File: config.mk
export PLATFORM = sky130hd
export DESIGN_NAME = dbg_ext_regs
export DESIGN_NICKNAME = d
export VERILOG_FILES = /design/src/rtl/dbg_ext_pkg.sv /design/src/rtl/comp_c_ext_match.sv /design/src/rtl/dbg_ext_regs.sv
export SDC_FILE = /design/constraint.sdc
export NUM_CORES = 1
export LEC_CHECK = 0
export ABC_AREA = 1
export ABC_CLOCK_PERIOD_IN_PS = 1400
export BUFFER_PORTS_ARGS = -buffer_cell sky130_fd_sc_hd__buf_2
export CORE_MARGIN = 2
export CORE_UTILIZATION = 35
export CTS_CLUSTER_DIAMETER = 200
export CTS_CLUSTER_SIZE = 30
export DETAILED_ROUTE_END_ITERATION = 7
export PLACE_DENSITY = 0.74
export SLEW_MARGIN = 20
export SYNTH_ARGS = -nofsm -noshare
export SYNTH_HDL_FRONTEND = slang
export SYNTH_SLANG_ARGS = --single-unit
File: constraint.sdc
create_clock -name aclk -period 1.4 [get_ports aclk]
set_input_delay 0.07 -clock aclk [delete_from_list [all_inputs] [get_ports aclk]]
set_output_delay 0.07 -clock aclk [all_outputs]
set_load 0.01 [all_outputs]
File: src/rtl/dbg_ext_pkg.sv
/*
  Shared constants and carrier types for the debug comparator C extension
  and trace word extension logic.
  Assumes a single bus clock and an AXI4-Lite register port with 32-bit
  data; registers sit at four times their index.
*/
package dbg_ext_pkg;

  // Register indices; byte address is four times the index
  localparam int unsigned AXI_ADDR_WIDTH = 8;
  localparam logic [AXI_ADDR_WIDTH-1:0] IDX_COMP_C_EXT = 8'h0a;
  localparam logic [AXI_ADDR_WIDTH-1:0] IDX_TRACE_EXT  = 8'h0b;

  // Field positions inside the 8-bit registers
  localparam int unsigned POS_DIR_QUALIFY_ENABLE  = 7;
  localparam int unsigned POS_DIR_MATCH_VALUE     = 6;
  localparam int unsigned POS_PAGE_QUALIFY_SELECT = 5;
  localparam int unsigned POS_PAGED_ACCESS_FLAG   = 7;
  localparam int unsigned POS_ADDR16              = 0;

  // Reset values of both extension registers
  localparam logic [7:0] RESET_COMP_C_EXT = 8'h00;
  localparam logic [7:0] RESET_TRACE_EXT  = 8'h00;

  // Core address layout
  localparam int unsigned CORE_ADDR_WIDTH = 17;
  localparam int unsigned PAGE_WIDTH      = 3;
  localparam int unsigned PAGE_OFFSET_W   = 14;

  // AXI response codes
  localparam logic [1:0] RESP_OKAY   = 2'h0;
  localparam logic [1:0] RESP_SLVERR = 2'h2;

  // Comparator C extra qualifiers
  typedef struct packed {
    logic dir_qualify_enable;
    logic dir_match_value;
    logic page_qualify_select;
    logic addr16;
  } comp_c_ext_type;

  // Extended information of the current trace word
  typedef struct packed {
    logic paged_access_flag;
    logic addr16;
  } trace_ext_type;

  // One core bus cycle as seen by the comparator
  typedef struct packed {
    logic                       valid;
    logic                       read;
    logic                       paged_access_flag;
    logic [CORE_ADDR_WIDTH-1:0] addr;
  } core_bus_type;

  // Register selected by a bus address
  typedef enum logic [1:0] {
    SEL_NONE,
    SEL_COMP_C,
    SEL_TRACE
  } reg_sel_type;

  // Complete state of the register block
  typedef struct packed {
    logic                      aw_held;
    logic [AXI_ADDR_WIDTH-1:0] aw_addr;
    logic                      w_held;
    logic [7:0]                w_byte;
    logic                      w_lane0;
    logic                      bvalid;
    logic [1:0]                bresp;
    logic                      rvalid;
    logic [31:0]               rdata;
    logic [1:0]                rresp;
    comp_c_ext_type            comp_c;
    trace_ext_type             trace;
    logic                      hit;
  } ext_state_type;

endpackage

File: src/rtl/comp_c_ext_match.sv
/*
  Combinational qualifier check for comparator C: direction, paged
  access and address bit 16.
  Assumes the core presents the 17-bit address already formed, paged
  page bits on top when the paged access flag is set.
*/
module comp_c_ext_match (
  input  wire dbg_ext_pkg::comp_c_ext_type ext,
  input  wire dbg_ext_pkg::core_bus_type   bus,
  output logic                             qualified
);

  logic dir_ok;
  logic page_ok;
  logic bit16_ok;

  // Direction only counts when qualification is on; read is 1, write 0
  assign dir_ok = !ext.dir_qualify_enable
                  || (bus.read == ext.dir_match_value);

  // Paged flag must equal the select in both settings
  assign page_ok = (bus.paged_access_flag
                    == ext.page_qualify_select);

  // Top address bit against the stored bit
  assign bit16_ok = (bus.addr[dbg_ext_pkg::CORE_ADDR_WIDTH-1]
                     == ext.addr16);

  assign qualified = bus.valid && dir_ok && page_ok && bit16_ok;

endmodule

File: src/rtl/dbg_ext_regs.sv
/*
  Debug comparator C extension register and trace word extension
  information register, reached over AXI4-Lite, with the comparator C
  qualifier check.
  Assumes one bus clock, a synchronous active-low reset, a reset-cause
  level from the reset controller, and a trace sequencer that pulses
  when the current trace word changes.
*/
module dbg_ext_regs #(
  parameter int unsigned ADDR_WIDTH = dbg_ext_pkg::AXI_ADDR_WIDTH
) (
  input  wire logic                          aclk,
  input  wire logic                          aresetn,
  // AXI4-Lite slave
  input  wire logic [ADDR_WIDTH-1:0]         s_axi_awaddr,
  input  wire logic [2:0]                    s_axi_awprot,
  input  wire logic                          s_axi_awvalid,
  output logic                               s_axi_awready,
  input  wire logic [31:0]                   s_axi_wdata,
  input  wire logic [3:0]                    s_axi_wstrb,
  input  wire logic                          s_axi_wvalid,
  output logic                               s_axi_wready,
  output logic [1:0]                         s_axi_bresp,
  output logic                               s_axi_bvalid,
  input  wire logic                          s_axi_bready,
  input  wire logic [ADDR_WIDTH-1:0]         s_axi_araddr,
  input  wire logic [2:0]                    s_axi_arprot,
  input  wire logic                          s_axi_arvalid,
  output logic                               s_axi_arready,
  output logic [31:0]                        s_axi_rdata,
  output logic [1:0]                         s_axi_rresp,
  output logic                               s_axi_rvalid,
  input  wire logic                          s_axi_rready,
  // Reset cause and debug control levels
  input  wire logic                          end_trace_reset,
  input  wire logic                          debug_module_enable,
  input  wire logic                          trigger_begin_select,
  // Core bus cycle and trace word capture
  input  wire dbg_ext_pkg::core_bus_type     core_bus,
  input  wire logic                          trace_word_load,
  input  wire dbg_ext_pkg::trace_ext_type    trace_word_info,
  // Qualifiers to the comparator C core, trace word information and match result
  output dbg_ext_pkg::comp_c_ext_type        comp_c_ext,
  output dbg_ext_pkg::trace_ext_type         trace_ext,
  output logic                               comp_c_ext_hit
);

  dbg_ext_pkg::ext_state_type state;
  dbg_ext_pkg::ext_state_type next_state;
  logic                       qualified;
  logic                       retain;

  // Map a byte address to a register; low two bits must be zero
  function automatic dbg_ext_pkg::reg_sel_type
      decode(input logic [ADDR_WIDTH-1:0] addr);
    logic [ADDR_WIDTH-1:0] idx;
    idx = addr >> 2;
    if (addr[1:0] != 2'h0) begin
      return dbg_ext_pkg::SEL_NONE;
    end else if (idx == dbg_ext_pkg::IDX_COMP_C_EXT) begin
      return dbg_ext_pkg::SEL_COMP_C;
    end else if (idx == dbg_ext_pkg::IDX_TRACE_EXT) begin
      return dbg_ext_pkg::SEL_TRACE;
    end else begin
      return dbg_ext_pkg::SEL_NONE;
    end
  endfunction

  // Pack the comparator C fields; bits 4:1 stay zero
  function automatic logic [7:0] pack_comp_c(
      input dbg_ext_pkg::comp_c_ext_type f);
    logic [7:0] v;
    v = 8'h00;
    v[dbg_ext_pkg::POS_DIR_QUALIFY_ENABLE]  = f.dir_qualify_enable;
    v[dbg_ext_pkg::POS_DIR_MATCH_VALUE]     = f.dir_match_value;
    v[dbg_ext_pkg::POS_PAGE_QUALIFY_SELECT] = f.page_qualify_select;
    v[dbg_ext_pkg::POS_ADDR16]              = f.addr16;
    return v;
  endfunction

  // Pack the trace word fields; all other bits read zero
  function automatic logic [7:0] pack_trace(
      input dbg_ext_pkg::trace_ext_type f);
    logic [7:0] v;
    v = 8'h00;
    v[dbg_ext_pkg::POS_PAGED_ACCESS_FLAG] = f.paged_access_flag;
    v[dbg_ext_pkg::POS_ADDR16]            = f.addr16;
    return v;
  endfunction

  // Qualifier check kept apart so the comparator core can reuse it
  comp_c_ext_match u_match (
    .ext       (state.comp_c),
    .bus       (core_bus),
    .qualified (qualified)
  );

  // Retention holds only for an end-trace reset that ends the store
  // window; a begin-trigger run has nothing worth keeping at the end
  assign retain = end_trace_reset && debug_module_enable
                  && !trigger_begin_select;

  // Handshake outputs follow the state directly
  assign s_axi_awready = !state.aw_held && !state.bvalid;
  assign s_axi_wready  = !state.w_held && !state.bvalid;
  assign s_axi_arready = !state.rvalid;
  assign s_axi_bvalid  = state.bvalid;
  assign s_axi_bresp   = state.bresp;
  assign s_axi_rvalid  = state.rvalid;
  assign s_axi_rdata   = state.rdata;
  assign s_axi_rresp   = state.rresp;

  // Data outputs come from flip-flops
  assign comp_c_ext     = state.comp_c;
  assign trace_ext      = state.trace;
  assign comp_c_ext_hit = state.hit;

  // Next state of the whole block
  always_comb begin
    dbg_ext_pkg::reg_sel_type wsel;
    dbg_ext_pkg::reg_sel_type rsel;
    logic [7:0]               rbyte;
    next_state = state;
    wsel       = dbg_ext_pkg::SEL_NONE;
    rsel       = dbg_ext_pkg::SEL_NONE;
    rbyte      = 8'h00;

    // Write address and data are taken in either order
    if (s_axi_awvalid && s_axi_awready) begin
      next_state.aw_held = 1'b1;
      next_state.aw_addr = s_axi_awaddr;
    end
    if (s_axi_wvalid && s_axi_wready) begin
      next_state.w_held  = 1'b1;
      next_state.w_byte  = s_axi_wdata[7:0];
      next_state.w_lane0 = s_axi_wstrb[0];
    end

    // Response leaves once the master takes it
    if (state.bvalid && s_axi_bready) begin
      next_state.bvalid = 1'b0;
    end

    // Perform the write once both halves are present
    if (next_state.aw_held && next_state.w_held && !state.bvalid) begin
      wsel              = decode(next_state.aw_addr);
      next_state.aw_held = 1'b0;
      next_state.w_held  = 1'b0;
      next_state.bvalid  = 1'b1;
      next_state.bresp   = dbg_ext_pkg::RESP_OKAY;
      case (wsel)
        dbg_ext_pkg::SEL_COMP_C: begin
          // Only byte lane 0 carries the register; other lanes ignored
          if (next_state.w_lane0) begin
            next_state.comp_c.dir_qualify_enable =
              next_state.w_byte[dbg_ext_pkg::POS_DIR_QUALIFY_ENABLE];
            next_state.comp_c.dir_match_value =
              next_state.w_byte[dbg_ext_pkg::POS_DIR_MATCH_VALUE];
            next_state.comp_c.page_qualify_select =
              next_state.w_byte[dbg_ext_pkg::POS_PAGE_QUALIFY_SELECT];
            next_state.comp_c.addr16 =
              next_state.w_byte[dbg_ext_pkg::POS_ADDR16];
          end
        end
        dbg_ext_pkg::SEL_TRACE: begin
          // Read-only: the write is answered but changes nothing
          next_state.bresp = dbg_ext_pkg::RESP_OKAY;
        end
        default: begin
          next_state.bresp = dbg_ext_pkg::RESP_SLVERR;
        end
      endcase
    end

    // Read data is latched when the address is taken
    if (state.rvalid && s_axi_rready) begin
      next_state.rvalid = 1'b0;
    end
    if (s_axi_arvalid && s_axi_arready) begin
      rsel = decode(s_axi_araddr);
      next_state.rvalid = 1'b1;
      next_state.rresp  = dbg_ext_pkg::RESP_OKAY;
      case (rsel)
        dbg_ext_pkg::SEL_COMP_C: begin
          rbyte = pack_comp_c(state.comp_c);
        end
        dbg_ext_pkg::SEL_TRACE: begin
          rbyte = pack_trace(state.trace);
        end
        default: begin
          rbyte            = 8'h00;
          next_state.rresp = dbg_ext_pkg::RESP_SLVERR;
        end
      endcase
      next_state.rdata = {24'h000000, rbyte};
    end

    // Outside a reset, trace info changes only with the trace word itself
    if (trace_word_load) begin
      next_state.trace = trace_word_info;
    end

    // Match result one cycle after the core cycle
    next_state.hit = qualified;

    // Reset clears the bus side always; the extension fields survive an
    // end-trace reset with debug enabled and no begin trigger, so the debugger can read the run afterwards
    if (!aresetn) begin
      next_state = '0;
      if (retain) begin
        next_state.comp_c = state.comp_c;
        next_state.trace  = state.trace;
      end else begin
        next_state.comp_c = dbg_ext_pkg::comp_c_ext_type'(
          {dbg_ext_pkg::RESET_COMP_C_EXT[7:5],
           dbg_ext_pkg::RESET_COMP_C_EXT[0]});
        next_state.trace = dbg_ext_pkg::trace_ext_type'(
          {dbg_ext_pkg::RESET_TRACE_EXT[7],
           dbg_ext_pkg::RESET_TRACE_EXT[0]});
      end
    end
  end

  // One register for the whole state; reset handled in the next value
  always_ff @(posedge aclk) begin
    state <= next_state;
  end

endmodule

==> summary.txt <==
Run status
  – Status: finished, violations left
  – Failing checks: negative setup slack

Logic synthesis
  – Mux cell area share after synthesis: 0
  – Ys async rst share: 0
  – Compound-cell area share of the yosys netlist: 0.0533
  – Synth Area in XOR/XNOR: 0.0104
  – Synth Area in Adders: 0.0148
  – Syn Area/Cell: 7.72 um^2
  – Ys flop type: dfxtp_1
  – Synth cell types: 29
  – Mapped cell area: 1690 um^2
  – Most common cell in the synthesized netlist: buf_4
  – Commonest cells post-synth: buf_4 (42), nand2_1 (38), nor2_1 (28)
  – Yosys top cell area share: 0.284
  – Yosys reg bits: 30
  – Synth top area cells: dfxtp_1 (28%), buf_4 (19%), edfxtp_1 (11%)
  – Seq/Total Area, Yosys: 0.391
  – Post-Synth Simple-Gate Area: 0.272
  – Syn Inst Count: about 220
  – Post-synth EDFFs: 6
  – Main combinational cell family by area after synthesis: simple AND/OR/NAND/NOR gates
  – Synth warnings: 0
  – Yosys top cell by area: dfxtp_1

Die
  – Starting Density: 0.361
  – Ports: roughly 140
  – Die width: roughly 74 um
  – Cell Rows: 25
  – Floorplan Core Area: 4690 um^2
  – Die Ht: 73.5 um
  – Die ar.: between 5000 and 6000 um^2

Detailed routing
  – Routed Antenna Nets: 0
  – Vias: approximately 1.5k
  – Total length of routed wires: around 3600 um
  – Via density: 4.30
  – Initial DRC Count: 44
  – Wirelength per Cell: 10.5 um
  – DRC errors left: 0
  – DRT Pass-1 Iters: 8

Timing
  – Max frequency: slightly above 0.6 GHz
  – Worst slew margin: 0.626
  – Final min period: roughly 1.6 ns
  – Period utilization: 1.18
  – RSZ-0062 raised after global routing: true
  – Final setup viols: 5
  – Min Hold Slack: 0.0217 ns
  – Worst Tran Pin Value: 0.561 ns
  – Max-slew violation total from the final report: 0
  – Setup slack after layout: -0.249 ns
  – Final hold vios: 0
  – Final Skew: between 0.004 and 0.005 ns

Setup path
  – Crit path max fanout: 6
  – CP max stage cell: dfxtp_2
  – Startpoint types: flip-flop
  – Endpoint type of the worst setup path: flip-flop
  – Chain of cells forming the critical path: nor2_4, buf_6, nand3b_1, nand2_1, nand2_1, nor2_2, nand2_2, a21oi_4
  – Worst r2r dst: comp_c_ext[0]$_SDFFCE_PN0P_
  – FF-to-FF Start: state[63]$_SDFF_PP0_
  – R2R depth: 8
  – FF-to-FF setup slack: -0.25 ns
  – Critical path data required time: about 1.4 ns
  – Most used cell, CP: nand2_1
  – Crit path kind: reg -> reg
  – Delay of the slowest critical-path stage: around 0.34 ns
  – Critical Path AT: 1.63 ns

Power and ir drop
  – Switching Fraction: 0.334
  – Switch Pwr: slightly below 900 uW
  – Cell Pwr Density: roughly 1200 nW/um^2
  – Peak VDD IR: around 0.83 mV
  – Cell Int Power: about 1.8 mW
  – Clock power frac: 0.253
  – Overall power: roughly 2.7 mW
  – Flop pwr share: 0.395
  – Combinational share of power: 0.352
  – LEAKAGE: ~1.1 nW

Clock network
  – Clock root cell: clkbuf_8
  – Hold buffers post-CTS: 0
  – H-tree depth: 2
  – Worst skew pair latency: between 0.2 and 0.3 ns
  – Worst-path clk slew: roughly 0.07 ns
  – Max clock buf depth: 2
  – CTS tree: built
  – Sink Count: 30
  – TritonCTS Buffers: 5

Cells and area
  – Multi-input logic area: 763 um^2
  – Final nets: between 300 and 400
  – Final design utilization: 0.455
  – Cell area after layout: between 2000 and 2500 um^2
  – Share of layout cells above drive strength 1: 0.370
  – Area growth from synthesis to layout: 26.3%
  – # diodes: 0
  – Area occupied by registers: about 670 um^2
  – Fillers: approximately 480

Run
  – Max-cap violations: 0

Placement
  – Placed inst area: between 1500 and 2000 um^2
  – Post-DP HPWL: between 2000 and 3000 um
  – IO Port Bufs: 55
  – GP Congestion: around 0.81

Hold path
  – Hold Startpoint: core_bus[19]
  – Worst hold path type: in -> reg
  – Worst Hold Depth: 3
  – Worst Hold Endpoint: comp_c_ext_hit$_SDFF_PN0_

GRT
  – First-pass GRT wire length: around 5500 um
  – Largest net degree at the start of global routing: 16
  – Vias in the first global route: 1,325
  – Total Routing Usage GR: 0.138
  – Initial antenna violation count: 0
  – Total grt overflow: 0
-- registers in the layout, summed over array words and instances, names as in the netlist --
signal	count
comp_c_ext	4
comp_c_ext_hit	1
s_axi_bresp	1
s_axi_bvalid	1
s_axi_rdata	4
s_axi_rresp	1
s_axi_rvalid	1
state	15
trace_ext	2
-- cell usage in the layout (no fill, tap or decap), types with 3 or more instances in the layout --
cell / n
nor2_4: 3
a21oi_1: 6
nand3_1: 7
dfxtp_1: 22
buf_4: 20
nand2_1: 35
nand2_2: 4
clkbuf_8: 5
edfxtp_1: 6
inv_1: 26
nand2_4: 3
buf_2: 55
nor2_2: 3
nor4_1: 3
o21ai_0: 6
conb_1: 30
nand3b_1: 7
nor2_1: 26
-- layer usage --
metal	global-route usage	up-vias	wire length (um)
met1	0.154	658	1500
li1	-	745	-
met2	0.237	67	1820
met3	0.0466	6	233
met4	0.0606	0	61
met5	0	-	0
-- logic make-up after synthesis --
kind of cell,Yosys count
compound gates,16
xor+xnor,2
flops,30
simple gates,95
other cells,1
fa+ha+maj,2
buf+inv,73
-- power by group through the flow --
stage / sequential (mW) / combinational [mW] / clock [mW]
2_1_floorplan: 1.06 / 0.528 / 0
3_3_place_gp: 1.06 / 0.712 / 0
3_5_place_dp: 1.07 / 0.726 / 0
4_1_cts: 1.05 / 0.840 / 0.691
5_1_grt: 1.06 / 1.03 / 0.737
6_report: 1.05 / 0.937 / 0.673
-- worst max-delay path: cells and delay by family, from the launching register on --
family	cells	cell delay, ns
AOI/OAI and AO/OA	1	0.20
buffers and inverters	1	0.17
DFF	1	0.34
and+or+nand+nor	6	0.65
-- area by class of cell --
cell class | count | area share
Inverter | 28 | 0.0498
Timing Repair Buffer | 77 | 0.210
Tap cell | 54 | 0.0316
Clock buffer | 5 | 0.0322
Multi-Input combinational cell | 146 | 0.357
Clock inverter | 3 | 0.00762
Sequential cell | 30 | 0.312
-- how the worst max path moves through the flow --
| stage | slack [ns] | start | endpoint | cells after the start |
|---|---|---|---|---|
| after detailed placement | -0.20 | state[63]$_SDFF_PP0_ | comp_c_ext[0]$_SDFFCE_PN0P_ | 7 |
| after global placement | -0.15 | state[63]$_SDFF_PP0_ | comp_c_ext[3]$_SDFFCE_PN0P_ | 7 |
| after floorplan | -0.10 | s_axi_bvalid$_SDFFE_PN0P_ | comp_c_ext[0]$_SDFFCE_PN0P_ | 7 |
| final | -0.25 | state[63]$_SDFF_PP0_ | comp_c_ext[0]$_SDFFCE_PN0P_ | 8 |
| after CTS | -0.17 | s_axi_bvalid$_SDFFE_PN0P_ | comp_c_ext[0]$_SDFFCE_PN0P_ | 8 |
| after global routing | -0.32 | state[63]$_SDFF_PP0_ | comp_c_ext[0]$_SDFFCE_PN0P_ | 8 |
-- through the flow --
| stage | cells | worst slack (ns) | setup TNS, ns |
|---|---|---|---|
| after global placement | 325 | -0.147 | -0.662 |
| after CTS | 340 | -0.171 | -0.686 |
| after detailed placement | 325 | -0.196 | -0.932 |
| after global routing | 343 | -0.324 | -1.43 |
| after floorplan | 248 | -0.103 | -0.411 |
| final | 343 | -0.249 | -1.07 |
-- repair_timing --
item	in CTS	in global routing
pin swaps	6	7
resized for setup	5	11
gates cloned	1	0
buffers inserted	6	3
setup endpoints to repair	5	5
(Power assumes the default switching activity.)
